===== src/rtl/ias_pkg.sv =====
package ias_pkg;

  // timers count in whole microseconds, advanced by a divided tick
  localparam int unsigned CLK_PERIOD_NS = 50;
  localparam int unsigned TIME_UNIT_NS  = 1000;
  localparam int unsigned TICK_CYC      = (TIME_UNIT_NS + CLK_PERIOD_NS - 1) / CLK_PERIOD_NS;
  localparam int unsigned TICK_W        = 5;
  localparam logic [TICK_W-1:0] TICK_LAST = TICK_W'(TICK_CYC - 1);

  localparam logic [7:0] OFF_MODE  = 8'h00;
  localparam logic [7:0] OFF_TSEL  = 8'h04;
  localparam logic [7:0] OFF_TGATE = 8'h08;
  localparam logic [7:0] OFF_TSRC  = 8'h0c;
  localparam logic [7:0] OFF_EXPM  = 8'h10;
  localparam logic [7:0] OFF_EXPT  = 8'h14;
  localparam logic [7:0] OFF_FREN  = 8'h18;
  localparam logic [7:0] OFF_FRPER = 8'h1c;
  localparam logic [7:0] OFF_CMD   = 8'h20;
  localparam logic [7:0] OFF_STAT  = 8'h24;
  localparam logic [7:0] OFF_FCNT  = 8'h28;

  localparam int unsigned FLAG_BIT       = 0;
  localparam int unsigned CMD_START_BIT  = 0;
  localparam int unsigned CMD_STOP_BIT   = 1;
  localparam int unsigned CMD_TRIG_BIT   = 2;
  localparam int unsigned SEL_ACQ_START  = 0;

  localparam logic MODE_SINGLE  = 1'b0;
  localparam logic MODE_CONT    = 1'b1;
  localparam logic SRC_SOFTWARE = 1'b0;
  localparam logic EXPM_TIMED   = 1'b0;

  localparam logic        RST_MODE   = 1'b0;
  localparam logic        RST_TSEL   = 1'b0;
  localparam logic [1:0]  RST_GATE   = 2'h0;
  localparam logic        RST_SRC    = 1'b0;
  localparam logic        RST_EXPM   = 1'b0;
  localparam logic        RST_FR_EN  = 1'b0;
  localparam int unsigned RST_EXP_US = 100;
  localparam int unsigned RST_FR_US  = 50000;

  typedef enum logic [2:0] {IAS_IDLE, IAS_ARMED, IAS_EXPOSE, IAS_XFER, IAS_PACE} ias_state_e;

endpackage


===== src/rtl/ias_ctl_if.sv =====
`timescale 1ns/100ps
interface ias_ctl_if
#(
  parameter int unsigned TW = 20,
  parameter int unsigned FW = 16
);
  logic                acq_cont;
  logic                gate_on;
  logic                src_sw;
  logic                exp_timed;
  logic                fr_en;
  logic [TW-1:0]       exp_us;
  logic [TW-1:0]       fr_us;
  logic                cmd_start;
  logic                cmd_stop;
  logic                cmd_trig;
  ias_pkg::ias_state_e state;
  logic [FW-1:0]       frames;

  modport regs (output acq_cont, gate_on, src_sw, exp_timed, fr_en, exp_us, fr_us,
                output cmd_start, cmd_stop, cmd_trig, input state, frames);
  modport core (input acq_cont, gate_on, src_sw, exp_timed, fr_en, exp_us, fr_us,
                input cmd_start, cmd_stop, cmd_trig, output state, frames);
endinterface


===== src/rtl/ias_cnt.sv =====
`timescale 1ns/100ps
module ias_cnt
#(
  parameter int unsigned W = 20
)
(
  input  wire logic         clk,
  input  wire logic         rst_n,
  input  wire logic         tick,
  input  wire logic         load,
  input  wire logic [W-1:0] value,
  output logic              zero
);
  typedef struct packed {
    logic [W-1:0] cnt;
  } ias_cnt_s;

  ias_cnt_s s_q;
  ias_cnt_s s_d;

  if (W < 1)
  begin : g_chk
    $error("ias_cnt width must be at least one");
  end

  always_comb
  begin
    s_d = s_q;
    if (load)
      s_d.cnt = value;
    else if (tick && s_q.cnt != '0)
      s_d.cnt = s_q.cnt - 1'b1;
  end

  assign zero = (s_q.cnt == '0);

  always_ff @(posedge clk or negedge rst_n)
  begin
    if (!rst_n)
      s_q <= '0;
    else
      s_q <= s_d;
  end
endmodule


===== src/rtl/ias_regs.sv =====
`timescale 1ns/100ps
module ias_regs
#(
  parameter int unsigned TW = 20,
  parameter int unsigned FW = 16
)
(
  input  wire logic        hclk,
  input  wire logic        hresetn,
  input  wire logic        hsel,
  input  wire logic [31:0] haddr,
  input  wire logic [1:0]  htrans,
  input  wire logic        hwrite,
  input  wire logic [31:0] hwdata,
  input  wire logic        hready,
  output logic             hreadyout,
  output logic             hresp,
  output logic [31:0]      hrdata,
  ias_ctl_if.regs          ctl
);
  typedef struct packed {
    logic          wr;
    logic [7:0]    addr;
    logic          mode;
    logic          tsel;
    logic [1:0]    gate;
    logic          src;
    logic          expm;
    logic [TW-1:0] exp_us;
    logic          fr_en;
    logic [TW-1:0] fr_us;
    logic [2:0]    cmd;
    logic [31:0]   rdata;
  } ias_regs_s;

  localparam ias_regs_s RST = '{wr: 1'b0, addr: 8'h00, mode: ias_pkg::RST_MODE,
    tsel: ias_pkg::RST_TSEL, gate: ias_pkg::RST_GATE, src: ias_pkg::RST_SRC,
    expm: ias_pkg::RST_EXPM, exp_us: TW'(ias_pkg::RST_EXP_US), fr_en: ias_pkg::RST_FR_EN,
    fr_us: TW'(ias_pkg::RST_FR_US), cmd: 3'h0, rdata: 32'h0};

  ias_regs_s s_q;
  ias_regs_s s_d;
  logic      take;

  // read data is caught in the address phase; zero wait states on every access
  always_comb
  begin
    s_d = s_q;
    s_d.cmd = 3'h0;
    take = hsel && hready && htrans[1];
    if (s_q.wr)
    begin
      case (s_q.addr)
        ias_pkg::OFF_MODE:  s_d.mode = hwdata[ias_pkg::FLAG_BIT];
        ias_pkg::OFF_TSEL:  s_d.tsel = hwdata[ias_pkg::FLAG_BIT];
        ias_pkg::OFF_TGATE: s_d.gate[s_q.tsel] = hwdata[ias_pkg::FLAG_BIT];
        ias_pkg::OFF_TSRC:  s_d.src = hwdata[ias_pkg::FLAG_BIT];
        ias_pkg::OFF_EXPM:  s_d.expm = hwdata[ias_pkg::FLAG_BIT];
        ias_pkg::OFF_EXPT:  s_d.exp_us = hwdata[TW-1:0];
        ias_pkg::OFF_FREN:  s_d.fr_en = hwdata[ias_pkg::FLAG_BIT];
        ias_pkg::OFF_FRPER: s_d.fr_us = hwdata[TW-1:0];
        ias_pkg::OFF_CMD:   s_d.cmd = hwdata[2:0];
        default:            s_d.cmd = 3'h0;
      endcase
    end
    s_d.wr = take && hwrite;
    if (take)
      s_d.addr = haddr[7:0];
    if (take && !hwrite)
    begin
      case (haddr[7:0])
        ias_pkg::OFF_MODE:  s_d.rdata = {31'h0, s_q.mode};
        ias_pkg::OFF_TSEL:  s_d.rdata = {31'h0, s_q.tsel};
        ias_pkg::OFF_TGATE: s_d.rdata = {31'h0, s_q.gate[s_q.tsel]};
        ias_pkg::OFF_TSRC:  s_d.rdata = {31'h0, s_q.src};
        ias_pkg::OFF_EXPM:  s_d.rdata = {31'h0, s_q.expm};
        ias_pkg::OFF_EXPT:  s_d.rdata = 32'(s_q.exp_us);
        ias_pkg::OFF_FREN:  s_d.rdata = {31'h0, s_q.fr_en};
        ias_pkg::OFF_FRPER: s_d.rdata = 32'(s_q.fr_us);
        ias_pkg::OFF_STAT:  s_d.rdata = {29'h0, ctl.state};
        ias_pkg::OFF_FCNT:  s_d.rdata = 32'(ctl.frames);
        default:            s_d.rdata = 32'h0;
      endcase
    end
  end

  assign hreadyout     = 1'b1;
  assign hresp         = 1'b0;
  assign hrdata        = s_q.rdata;
  assign ctl.acq_cont  = (s_q.mode == ias_pkg::MODE_CONT);
  assign ctl.gate_on   = s_q.gate[ias_pkg::SEL_ACQ_START];
  assign ctl.src_sw    = (s_q.src == ias_pkg::SRC_SOFTWARE);
  assign ctl.exp_timed = (s_q.expm == ias_pkg::EXPM_TIMED);
  assign ctl.fr_en     = s_q.fr_en;
  assign ctl.exp_us    = s_q.exp_us;
  assign ctl.fr_us     = s_q.fr_us;
  assign ctl.cmd_start = s_q.cmd[ias_pkg::CMD_START_BIT];
  assign ctl.cmd_stop  = s_q.cmd[ias_pkg::CMD_STOP_BIT];
  assign ctl.cmd_trig  = s_q.cmd[ias_pkg::CMD_TRIG_BIT];

  always_ff @(posedge hclk or negedge hresetn)
  begin
    if (!hresetn)
      s_q <= RST;
    else
      s_q <= s_d;
  end
endmodule


===== src/rtl/ias_top.sv =====
// Register access over AHB-Lite and the placing of the registers were left to the implementer.
`timescale 1ns/100ps
module ias_top
#(
  parameter int unsigned TW = 20,
  parameter int unsigned FW = 16
)
(
  input  wire logic        hclk,
  input  wire logic        hresetn,
  input  wire logic        hsel,
  input  wire logic [31:0] haddr,
  input  wire logic [1:0]  htrans,
  input  wire logic        hwrite,
  input  wire logic [2:0]  hsize,
  input  wire logic [31:0] hwdata,
  input  wire logic        hready,
  output logic             hreadyout,
  output logic             hresp,
  output logic [31:0]      hrdata,
  input  wire logic        readout_done,
  output logic             exposure_active,
  output logic             readout_start,
  output logic             xfer_abort
);
  if (TW < 16 || TW > 24)
  begin : g_chk_tw
    $error("ias_top time width must lie in 16..24");
  end
  if (FW < 1 || FW > 32)
  begin : g_chk_fw
    $error("ias_top frame counter width must lie in 1..32");
  end

  ias_ctl_if #(.TW(TW), .FW(FW)) ctl ();

  // only whole-word accesses are expected, so the size is not decoded
  ias_regs #(.TW(TW), .FW(FW)) u_regs
  (
    .hclk      (hclk),
    .hresetn   (hresetn),
    .hsel      (hsel),
    .haddr     (haddr),
    .htrans    (htrans),
    .hwrite    (hwrite),
    .hwdata    (hwdata),
    .hready    (hready),
    .hreadyout (hreadyout),
    .hresp     (hresp),
    .hrdata    (hrdata),
    .ctl       (ctl)
  );

  typedef struct packed {
    ias_pkg::ias_state_e        st;
    logic [ias_pkg::TICK_W-1:0] div;
    logic                       exp_act;
    logic                       rd_start;
    logic                       abort;
    logic [FW-1:0]              frames;
  } ias_core_s;

  ias_core_s     s_q;
  ias_core_s     s_d;
  logic          tick;
  logic          exp_load;
  logic          trig_ok;
  logic          exp_zero;
  logic          pace_zero;
  logic [TW-1:0] pace_us;

  // a disabled limit loads zero, so the pace wait shrinks to a single cycle in IAS_PACE
  assign tick    = (s_q.div == ias_pkg::TICK_LAST);
  assign pace_us = ctl.fr_en ? ctl.fr_us : '0;

  ias_cnt #(.W(TW)) u_exp_cnt
  (
    .clk   (hclk),
    .rst_n (hresetn),
    .tick  (tick),
    .load  (exp_load),
    .value (ctl.exp_us),
    .zero  (exp_zero)
  );

  // frame period is measured from one exposure start to the next
  ias_cnt #(.W(TW)) u_pace_cnt
  (
    .clk   (hclk),
    .rst_n (hresetn),
    .tick  (tick),
    .load  (exp_load),
    .value (pace_us),
    .zero  (pace_zero)
  );

  always_comb
  begin
    s_d = s_q;
    s_d.rd_start = 1'b0;
    s_d.abort = 1'b0;
    exp_load = 1'b0;
    trig_ok = ctl.cmd_trig && ctl.src_sw && ctl.exp_timed;
    if (tick)
      s_d.div = '0;
    else
      s_d.div = s_q.div + 1'b1;
    case (s_q.st)
      ias_pkg::IAS_IDLE:
      begin
        // triggers are simply not looked at here
        if (ctl.cmd_start)
        begin
          if (ctl.gate_on)
            s_d.st = ias_pkg::IAS_ARMED;
          else
            exp_load = 1'b1;
        end
      end
      ias_pkg::IAS_ARMED:
      begin
        if (trig_ok)
          exp_load = 1'b1;
      end
      ias_pkg::IAS_EXPOSE:
      begin
        if (exp_zero)
        begin
          s_d.st = ias_pkg::IAS_XFER;
          s_d.rd_start = 1'b1;
        end
      end
      ias_pkg::IAS_XFER:
      begin
        if (readout_done)
        begin
          s_d.frames = s_q.frames + 1'b1;
          if (ctl.acq_cont)
            s_d.st = ias_pkg::IAS_PACE;
          else
            s_d.st = ias_pkg::IAS_IDLE;
        end
      end
      ias_pkg::IAS_PACE:
      begin
        if (pace_zero)
        begin
          if (ctl.gate_on)
            s_d.st = ias_pkg::IAS_ARMED;
          else
            exp_load = 1'b1;
        end
      end
      default:
      begin
        s_d.st = ias_pkg::IAS_IDLE;
      end
    endcase
    // the load cycle is the first cycle of the first unit, so exposure lasts whole units
    if (exp_load)
    begin
      s_d.st = ias_pkg::IAS_EXPOSE;
      s_d.div = '0;
      s_d.div[0] = 1'b1;
    end
    // stop wins over any start or trigger seen in the same cycle
    if (ctl.cmd_stop)
    begin
      s_d.abort = (s_q.st == ias_pkg::IAS_EXPOSE) || (s_q.st == ias_pkg::IAS_XFER);
      s_d.st = ias_pkg::IAS_IDLE;
      s_d.rd_start = 1'b0;
    end
    s_d.exp_act = (s_d.st == ias_pkg::IAS_EXPOSE);
  end

  always_ff @(posedge hclk or negedge hresetn)
  begin
    if (!hresetn)
    begin
      s_q.st <= ias_pkg::IAS_IDLE;
      s_q.div <= '0;
      s_q.exp_act <= 1'b0;
      s_q.rd_start <= 1'b0;
      s_q.abort <= 1'b0;
      s_q.frames <= '0;
    end
    else
      s_q <= s_d;
  end

  assign exposure_active = s_q.exp_act;
  assign readout_start   = s_q.rd_start;
  assign xfer_abort      = s_q.abort;
  assign ctl.state       = s_q.st;
  assign ctl.frames      = s_q.frames;

  // checking helpers: exposure length and frame period in clock cycles
  logic [31:0] exp_cyc_q;
  logic [31:0] exp_want_q;
  logic [31:0] per_cyc_q;
  logic [31:0] per_want_q;

  always_ff @(posedge hclk or negedge hresetn)
  begin
    if (!hresetn)
    begin
      exp_cyc_q <= 32'h0;
      exp_want_q <= 32'h0;
      per_cyc_q <= 32'h0;
      per_want_q <= 32'h0;
    end
    else
    begin
      if (s_q.st == ias_pkg::IAS_EXPOSE)
        exp_cyc_q <= exp_cyc_q + 32'h1;
      else
        exp_cyc_q <= 32'h0;
      if (exp_load)
      begin
        exp_want_q <= 32'(ctl.exp_us) * ias_pkg::TICK_CYC;
        per_want_q <= 32'(pace_us) * ias_pkg::TICK_CYC;
        per_cyc_q <= 32'h0;
      end
      else if (per_cyc_q != 32'hffffffff)
        per_cyc_q <= per_cyc_q + 32'h1;
    end
  end
endmodule


===== config.mk =====
export PLATFORM = sky130hd
export DESIGN_NAME = ias_top
export DESIGN_NICKNAME = d
export VERILOG_FILES = /design/src/rtl/ias_pkg.sv /design/src/rtl/ias_ctl_if.sv /design/src/rtl/ias_cnt.sv /design/src/rtl/ias_regs.sv /design/src/rtl/ias_top.sv
export SDC_FILE = /design/constraint.sdc
export NUM_CORES = 1
export LEC_CHECK = 0
export ABC_AREA = 1
export BUFFER_PORTS_ARGS = -buffer_cell sky130_fd_sc_hd__buf_2
export CAP_MARGIN = 10
export CELL_PAD_IN_SITES_DETAIL_PLACEMENT = 1
export CELL_PAD_IN_SITES_GLOBAL_PLACEMENT = 1
export CORE_MARGIN = 3
export CORE_UTILIZATION = 40
export CTS_BUF_LIST = sky130_fd_sc_hd__clkbuf_8 sky130_fd_sc_hd__clkbuf_16
export CTS_CLUSTER_DIAMETER = 150
export CTS_CLUSTER_SIZE = 40
export DETAILED_ROUTE_END_ITERATION = 12
export PLACE_DENSITY = 0.85
export SYNTH_ARGS = -nofsm -noshare
export SYNTH_HDL_FRONTEND = slang
export SYNTH_HIERARCHICAL = 1
export SYNTH_SLANG_ARGS = --single-unit

===== constraint.sdc =====
create_clock -name hclk -period 3.46 [get_ports hclk]
set_clock_uncertainty 0.1 [all_clocks]
set_input_delay 0.346 -clock hclk [delete_from_list [all_inputs] [get_ports hclk]]
set_output_delay 0.346 -clock hclk [all_outputs]
set_load 0.05 [all_outputs]

Yosys cells after proc, flatten, opt, wreduce, memory -nomap -nowiden
Index checks and enable logic that the tools add are counted.
W data, S select, Z words.
Storage, ports and cells
  bits in registers: 158
  latch bits: 0
  bits in writable memories: 0
  bits in read-only memories: 0
  bits of input ports: 75
  output and inout port bits: 37
  word-level logic and storage cells: 111
  memories kept: 0
Operators by class
  add/sub/neg operators: 4
  $mul: 0
  divide/modulo/power cells: 0
  magnitude comparators: 2
  equal/unequal tests: 23
  shift operators: 0
  mux-type cells: 31
  bitwise gates (word level): 2
  reductions and logical operators: 29
Operators with widths (number)
  $pmux W20 S10: 1
  $mux W20: 5
  $eq A8 B5 Y1 const B: 8
  $logic_not A20 Y1: 2
  $reduce_bool A20 Y1: 2
  $sub A20 B1 Y20 const B: 2
  $eq A8 B4 Y1 const B: 4
  $mux W3: 9
  $eq A8 B6 Y1 const B: 3
  $reduce_and A2 Y1: 9
  $add A16 B1 Y16 const B: 1
  $eq A8 B3 Y1 const B: 2
  $logic_not A8 Y1: 2
  $pmux W3 S5: 1
  $eq A3 B2 Y1 const B: 3
  $logic_and A1 B1 Y1: 9
  $mux W1: 9
  $mux W8: 1
  $add A5 B1 Y5 const B: 1
  $eq A5 B5 Y1 const B: 1
  $mux W5: 1
  $reduce_bool A2 Y1: 2
  $eq A3 B1 Y1 const B: 1
  $eq A3 B3 Y1 const B: 1
  10 further kinds: 11

Longest topological paths before layout
Gate-level depths: netlist (run 1).
  depth after elaboration: 8
  gate-level depth with buffers: 16
  depth with buffers taken out: 15

By module
Netlist (run 1), hierarchy kept.
By module, submodules not included
  ias_regs: times used 1, cells each 507, area each 4390.5 sq um, seq. area each 1988.2 sq um
  ias_cnt: times used 2, cells each 228, area each 1601.5 sq um, seq. area each 500.5 sq um
  ias_top: times used 1, cells each 243, area each 1740.4 sq um, seq. area each 675.6 sq um

Worst setup path before layout (run 1)
OpenSTA, ideal clock, no wires.
  path kind: register to register
  start: reg u_pace_cnt/s_q[0] in the netlist's numbering
  end: reg u_exp_cnt/s_q[4] in the netlist's numbering
  setup time: 65 ps
  data arrival time: 2289 ps
  data required time: 3295 ps
  setup slack: 1006 ps
  stages on the path, launching flop included: 16
  path buffers: 1
  period minus slack after synthesis: 2454 ps
  cell sequence: dfrtp_1 -> inv_2 -> ha_1 -> nand2_1 -> nor2_1 -> nand3_1 -> nor4_1 -> inv_1 -> nand3_1 -> nand3_2 -> nand2_2 -> inv_1 -> clkbuf_1 -> a31oi_1 -> nand2_1 -> nand2_1
Between the ends
  word-level cells in the longest chain between the ends: 4
  elaborated cells on any way between the ends: 5
  classes of those cells: 3 x mux; 2 x reduce/logical
Ends and longest elaborated chain
  start: declaration: RTL line ias_cnt.sv:18  | ias_cnt_s s_q;
  start signal: assignment: RTL line ias_cnt.sv:40  | s_q <= '0;
  start signal: assignment: RTL line ias_cnt.sv:42  | s_q <= s_d;
  $logic_not A20 Y1 *: RTL line ias_cnt.sv:35  | assign zero = (s_q.cnt == '0);
  via pace_zero: RTL line ias_top.sv:69  | logic pace_zero;
  $mux W1 *: RTL line ias_top.sv:146  | if (pace_zero)
  $pmux W1 S3 *: RTL line ias_top.sv:108  | case (s_q.st)
  via exp_load: RTL line ias_top.sv:66  | logic exp_load;
  $mux W20 or $reduce_bool A2 Y1 (tied branches)
  end signal: assignment: RTL line ias_cnt.sv:40
  end signal: assignment: RTL line ias_cnt.sv:42
  end: declaration: RTL line ias_cnt.sv:18
Mark *: on every way through the listed nets, which the timed path passes. The rest lies on a longest branch.
A chain may end at the register's enable or synchronous reset.

Final worst setup path (run 1)
Ends and elaborated chain as after synthesis.

==> flow_summary.toml, run 1 <==
[timing]
grt_setup_unrepaired = "yes"
max_freq_mhz = 318
final_min_period_over_clock_period_pct = 91.0
setup-violations-final = 0
worst_pin_slew_ps = 960
worst_hold_margin_ps = 47.2
drv_slew = 0
hold_viol = 0
relSlewSlack_pct = 35.9
final.min_clock_period_ps = 3150

[worst_setup_path]
worstPathRequired_ps = 3680
cp_cell_sequence = "inv_2 -> ha_1 -> nand2_1 -> nor2_1 -> nand3_1 -> nor4_1 -> buf_4 -> inv_1 -> nand3_1 -> nand3_2 -> nand2_2 -> inv_1 -> nor2_1 -> a31oi_1 -> nand2_1 -> nand2_1"
timing.critical_path.slowest_stage_cell = "sky130_fd_sc_hd__inv_1"
reg2reg_to = "u_exp_cnt/s_q[4]$_DFFE_PN0P_"
r2r.worst_path.cells = 16
rr_startpoint = "u_pace_cnt/s_q[0]$_DFFE_PN0P_"
critical-path-top-cell-by-count = "sky130_fd_sc_hd__nand2_1"
critPathMaxFanout = 24
worst-setup-path-type = "reg -> reg"
timing.critical_path.slowest_cell_delay_ps = 440
critical_path.endpoint_type = "register"
r2r_slack_ps = 310
critPathLaunchType = "register"
critical_path_arrival_ps = 3360

[outcome]
outcome = "finished clean"

[clock_network]
cts_inserted_buffers = 17
cts_sinks = 146
ctsRootBufferMaster = "sky130_fd_sc_hd__clkbuf_16"
cts.clk_slew.worst_paths_ps = 70
cts_tree = "done"
cts.repair_timing.setup_buffer_count = 0
cts_htree_levels = 4
worstSkewPairLatency_ps = 440
post_cts_sizing = 0
clockBufferDepth = 2

[synthesis]
ys_top_cells_by_count = "339 x sky130_fd_sc_hd__nand2_1, 137 x sky130_fd_sc_hd__dfrtp_1, 121 x sky130_fd_sc_hd__nand3_1"
ys_types = 44
synth.ff_latch_count = 146
synth_top_cell_by_area = "sky130_fd_sc_hd__dfrtp_1"
synth_area_leaders = "sky130_fd_sc_hd__dfrtp_1 37%, sky130_fd_sc_hd__nand2_1 14%, sky130_fd_sc_hd__nand3_1 6.5%"
avgSynthCellArea_um2 = 7.74
synth_cells = 1206
proportion_of_synthesized_chip_area_in_sequential_cells_pct = 39.3
synth_flop_cell = "sky130_fd_sc_hd__dfrtp_1"
synth_async_sr_flop_share_pct = 100
fraction_of_synthesized_cell_area_taken_by_the_top_area_cell_type_pct = 36.7
synth_edf_count = 0
netlist_area_mm2 = 0.00933
synth_most_common_cell = "sky130_fd_sc_hd__nand2_1"
synth-warning-count = 6

[floorplan]
floorplan.die.width_um = 159
die_height_um = 159
floorplan.die_area_mm2 = 0.0252
num_rows = 55
floorplan.initialDensity_pct = 41.0
std_cell_core_area_mm2 = 0.0228
design.portCount = 112

[pwr]
p_leak_uw = 0.00551
p_per_area_mw_per_mm2 = 421
vdd.ir_drop.worst_uv = 334

[grt]
number_of_global_route_vias_before_repair = 8541
antenna_found_initial = 0
grt_pass1_wl_um = 43600
maximum_number_of_pins_on_one_net_before_global_route_repair = 75
globalRouteOverflowTotal = 0
grt_util_all_layers_pct = 21.3

[detailed_routing]
route.detailed.vias_per_inst = 5.17
drt_first_pass_iters = 5
drt-initial-drc-count = 441
detail_route.wirelength_um = 26100
routedWlPerCell_um = 17.2
drt.antenna.violating_nets = 0
drt_drc_violations_left = 0
routed-via-count = 7861

[place]
numPlacedInstances = 1488
dpl-instance-area_mm2 = 0.00930
globalplace.congestion = 0.882
hpwl_um = 18500
place.port_buffers = 57

[hold_path]
min_path_type = "in -> reg"
whs_endpoint = "u_regs/s_q[90]$_DFF_PN0_"
worst_hold_startpoint = "hwrite"
hold_path_depth = 3

[cells_and_area]
flow.area_growth_from_synthesis_pct = 6.47
fin_area_mm2 = 0.00994
finalCoreUtilization_pct = 43.6
antennaDiodeCount = 0
post_route_insts_no_fill = 1521
final_net_count = 1276
final_layout_size_suffix_gt1_share_pct = 22.8

[flow_run]
max_cap_violations = 0
## routing by layer
| metal | vias to the layer above | wire length, um | track usage, % |
|---|---|---|---|
| li1 | 3717 | - | - |
| met1 | 3920 | 11300 | 26.6 |
| met2 | 176 | 13000 | 36.5 |
| met3 | 48 | 1050 | 3.81 |
| met4 | 0 | 829 | 8.71 |
| met5 | - | 0 | 0 |
## cells by family after synthesis
family	Yosys count	share of synthesized area, %
AO/OA/AOI/OAI	103	6.88
adder cells (fa/ha/maj)	6	0.804
flip-flops	146	39.3
buffers and inverters	231	13.9
AND/OR/NAND/NOR	684	35.8
other	2	0.0805
XOR/XNOR	34	3.27
## flip-flops by register name, indices dropped and copies added (netlist names)
| name | flops |
|---|---|
| u_regs/ctl.exp_us | 20 |
| u_regs/ctl.cmd_stop | 1 |
| u_regs/ctl.acq_cont | 1 |
| u_regs/ctl.cmd_trig | 1 |
| u_regs/ctl.gate_on | 1 |
| s_q | 5 |
| u_exp_cnt/s_q | 20 |
| u_regs/ctl.fr_en | 1 |
| ctl.state | 3 |
| readout_start | 1 |
| ctl.frames | 16 |
| exposure_active | 1 |
| u_regs/ctl.fr_us | 20 |
| u_regs/ctl.cmd_start | 1 |
| xfer_abort | 1 |
| u_regs/hrdata | 20 |
| u_regs/s_q | 13 |
| u_pace_cnt/s_q | 20 |
## worst max-delay path by stage
stage	depth (start not counted)	startpoint	slack (ps)	endpoint
2_1_floorplan	15	u_pace_cnt/s_q[0]$_DFFE_PN0P_	1010	u_exp_cnt/s_q[4]$_DFFE_PN0P_
3_3_place_gp	15	u_pace_cnt/s_q[0]$_DFFE_PN0P_	490	u_exp_cnt/s_q[0]$_DFFE_PN0P_
3_5_place_dp	15	u_pace_cnt/s_q[0]$_DFFE_PN0P_	390	u_exp_cnt/s_q[0]$_DFFE_PN0P_
4_1_cts	15	u_pace_cnt/s_q[0]$_DFFE_PN0P_	280	u_pace_cnt/s_q[4]$_DFFE_PN0P_
5_1_grt	15	u_pace_cnt/s_q[0]$_DFFE_PN0P_	-50	u_pace_cnt/s_q[4]$_DFFE_PN0P_
6_report	16	u_pace_cnt/s_q[0]$_DFFE_PN0P_	310	u_exp_cnt/s_q[4]$_DFFE_PN0P_
## power breakdown
part | internal (uW) | switching [uW] | leakage, uW
Combinational | 98.9 | 242 | 0.00343
Clock | 1230 | 785 | 0.000313
Sequential | 1770 | 61.6 | 0.00177
## cells in the final DEF (no fill, tap or decap), types with 4 or more instances in the layout
cell type                     n
sky130_fd_sc_hd__buf_4       12
sky130_fd_sc_hd__a21oi_1     15
sky130_fd_sc_hd__nand3_1    121
sky130_fd_sc_hd__nand2_4      5
sky130_fd_sc_hd__nand2_2     43
sky130_fd_sc_hd__dfstp_2      9
sky130_fd_sc_hd__buf_2       56
sky130_fd_sc_hd__inv_1      107
sky130_fd_sc_hd__nand3_2     34
sky130_fd_sc_hd__nor2_2      23
sky130_fd_sc_hd__nor3_2       6
sky130_fd_sc_hd__ha_1         6
sky130_fd_sc_hd__conb_1      14
sky130_fd_sc_hd__xnor2_1     12
sky130_fd_sc_hd__xor2_1      21
sky130_fd_sc_hd__dfrtp_1    137
sky130_fd_sc_hd__inv_2       12
sky130_fd_sc_hd__o21ai_2     27
sky130_fd_sc_hd__nand2_1    339
sky130_fd_sc_hd__bufinv_16    4
sky130_fd_sc_hd__a31oi_1      7
sky130_fd_sc_hd__o21ai_0     21
sky130_fd_sc_hd__nand4_1     13
sky130_fd_sc_hd__clkbuf_16   17
sky130_fd_sc_hd__nor2_4       9
sky130_fd_sc_hd__nor2_1      81
sky130_fd_sc_hd__o21ai_1     27
sky130_fd_sc_hd__a21o_1       4
## metrics by stage
stage                     setup slack, ps  power (uW)  TNS [ps]
final                                 313        4180         0
after floorplan                      1010        2120         0
after global placement                491        2180         0
after detailed placement              390        2200         0
after global routing                -50.1        4340     -91.1
after CTS                             281        4210         0
## area by class of cell
class | instances | area, um^2
clock inverter | 14 | 185
sequential | 146 | 3660
inverter | 119 | 452
multi-input combinational | 841 | 4410
tap | 313 | 392
timing repair buffer | 70 | 392
fill | 2826 | 12800
clock buffer | 18 | 439
## critical path, delay by kind of cell, from the launching register on
| kind | cells | cell delay [ps] |
|---|---|---|
| compound gates | 1 | 70 |
| fa+ha+maj | 1 | 160 |
| flops | 1 | 400 |
| buf+inv | 4 | 830 |
| simple gates | 10 | 1460 |
## repair_timing
action | CTS | global route
hold buffers | 1 | 0
endpoints found under the hold margin | 64 | 0
setup endpoints to repair | 0 | 6
Note: power is estimated with default switching activity, not from simulation.
==> run 2, diff against run 1 <==
Settings changed: CTS_BUF_LIST sky130_fd_sc_hd__clkbuf_8 sky130_fd_sc_hd__clkbuf_16 to sky130_fd_sc_hd__clkbuf_4 sky130_fd_sc_hd__clkbuf_8 sky130_fd_sc_hd__clkbuf_16.
==> run 2 against run 1 <==
Net effect: cell area about the same; clock-buffer cell count increased by 2; first-iteration DRC count decreased by 0.91%; clock power about the same; via count decreased by 0.32%; power increased by 0.61%; sequential cell count unchanged; fmax decreased by 0.53%; die area unchanged; sequential share of layout area about the same; global-route usage about the same; critical endpoint is now u_pace_cnt/s_q[4]$_DFFE_PN0P_; largest power group unchanged.
==> flow_summary.toml, run 2 (synthesis results as in run 1) <==
[worst_setup_path]
critical_path.endpoint_type = "register"
worst-setup-path-type = "reg -> reg"
critPathMaxFanout = 24
timing.critical_path.slowest_cell_delay_ps = 450
critPathLaunchType = "register"
cp_cell_sequence = "inv_2 -> ha_1 -> nand2_1 -> nor2_1 -> nand3_1 -> nor4_1 -> buf_4 -> inv_1 -> nand3_1 -> nand3_2 -> nand2_2 -> inv_1 -> nand2_4 -> nand2_1 -> nand2_1"
critical-path-top-cell-by-count = "sky130_fd_sc_hd__nand2_1"
timing.critical_path.slowest_stage_cell = "sky130_fd_sc_hd__inv_1"
worstPathRequired_ps = 3730
critical_path_arrival_ps = 3430

[timing]
grt_setup_unrepaired = "yes"
hold_viol = 0
final.min_clock_period_ps = 3160
final_min_period_over_clock_period_pct = 91.4
worst_pin_slew_ps = 991
setup_total_negative_slack_ps = 0
max_freq_mhz = 316
setup-violations-final = 0
drv_slew = 0
relSlewSlack_pct = 33.8

[clock_network]
post_cts_sizing = 0
cts_inserted_buffers = 17
cts_htree_levels = 4
ctsRootBufferMaster = "sky130_fd_sc_hd__clkbuf_16"
cts_sinks = 146
cts.repair_timing.setup_buffer_count = 0
worstSkewPairLatency_ps = 440
cts_tree = "done"
clockBufferDepth = 2
cts.clk_slew.worst_paths_ps = 70

[floorplan]
floorplan.initialDensity_pct = 41.0
num_rows = 55
design.portCount = 112
die_height_um = 159
std_cell_core_area_mm2 = 0.0228
floorplan.die_area_mm2 = 0.0252
floorplan.die.width_um = 159

[grt]
globalRouteOverflowTotal = 0
maximum_number_of_pins_on_one_net_before_global_route_repair = 75
number_of_global_route_vias_before_repair = 8540
grt_pass1_wl_um = 43600
grt_util_all_layers_pct = 21.3
antenna_found_initial = 0

[pwr]
p_per_area_mw_per_mm2 = 423
vdd.ir_drop.worst_uv = 325
p_leak_uw = 0.00551

[detailed_routing]
drt.antenna.violating_nets = 0
routed-wl-met2_um = 13000
drt_first_pass_iters = 5
drt-initial-drc-count = 437
drt_drc_violations_left = 0
route.detailed.vias_per_inst = 5.15
detail_route.wirelength_um = 26100
wl_met1_um = 11400
met3WireLength_um = 861
maxUsedRoutingLayer = "met4"
routedWlPerCell_um = 17.2
routed-via-count = 7836

[cells_and_area]
final_layout_size_suffix_gt1_share_pct = 23.0
flow.area_growth_from_synthesis_pct = 6.55
fin_area_mm2 = 0.00995
final_net_count = 1276
antennaDiodeCount = 0
finalCoreUtilization_pct = 43.7
final_common_cell = "sky130_fd_sc_hd__nand2_1"
mostFrequentLayoutCells = "339 x sky130_fd_sc_hd__nand2_1, 137 x sky130_fd_sc_hd__dfrtp_1, 121 x sky130_fd_sc_hd__nand3_1, 105 x sky130_fd_sc_hd__inv_1, 81 x sky130_fd_sc_hd__nor2_1"

[place]
globalplace.congestion = 0.882
dpl-instance-area_mm2 = 0.00930
hpwl_um = 18500
place.port_buffers = 57

[outcome]
outcome = "finished clean"

[hold_path]
min_path_type = "in -> reg"

[flow_run]
max_cap_violations = 0
==> run 2: area by class of cell <==
class / count / area (um^2)
flip-flops and latches: 146 / 3660
inverters: 119 / 452
clock inverters: 12 / 178
fillers: 2830 / 12800
multi-input cells: 841 / 4410
well taps: 313 / 392
repair buffers: 70 / 392
clock buffers: 20 / 454
==> run 2: worst paths after layout <==
check,slack (ps),end,cells past startpoint,from
max in group asynchronous,1940,u_regs/ctl.fr_us[8]$_DFFE_PN1P_,3,hresetn
worst max-delay path,300,u_pace_cnt/s_q[4]$_DFFE_PN0P_,15,u_pace_cnt/s_q[0]$_DFFE_PN0P_
min in group asynchronous,410,u_regs/ctl.exp_us[18]$_DFFE_PN0P_,2,hresetn
worst min register to register,370,readout_start$_DFF_PN0_,1,u_regs/ctl.cmd_stop$_DFF_PN0_
worst max register to register,300,u_pace_cnt/s_q[4]$_DFFE_PN0P_,15,u_pace_cnt/s_q[0]$_DFFE_PN0P_
worst min-delay path,50,u_regs/s_q[90]$_DFF_PN0_,3,hwrite
==> run 2: routing by layer <==
layer,GRT usage (%),up-vias
met5,0,-
met4,8.91,0
met3,3.81,49
met2,36.3,162
met1,26.6,3917
li1,-,3708
==> run 2: through the flow <==
step | hold WS, ps | power, uW | worst slack (ps) | std cells
after floorplan | -49.6 | 2120 | 1010 | 1218
after global placement | 330 | 2180 | 491 | 1488
after CTS | 40.4 | 4240 | 291 | 1521
after detailed placement | 326 | 2200 | 390 | 1488
final | 48.1 | 4210 | 296 | 1521
after global routing | 56.8 | 4360 | -35.9 | 1521
==> run 2: timing repair <==
action	CTS	global route
hold endpoints to repair	64	0
hold buffers	1	0
setup endpoints to repair	0	4
==> run 2: worst max-delay path: cells and delay by family (launching register included) <==
| kind | cells | cell delay [ps] |
|---|---|---|
| fa+ha+maj | 1 | 160 |
| flops | 1 | 400 |
| simple gates | 10 | 1570 |
| buf+inv | 4 | 840 |
==> run 2: power breakdown <==
group | switching [uW] | internal [uW]
clock | 788 | 1250
combinational | 243 | 98.9
sequential | 61.9 | 1770
total | 1090 | 3110
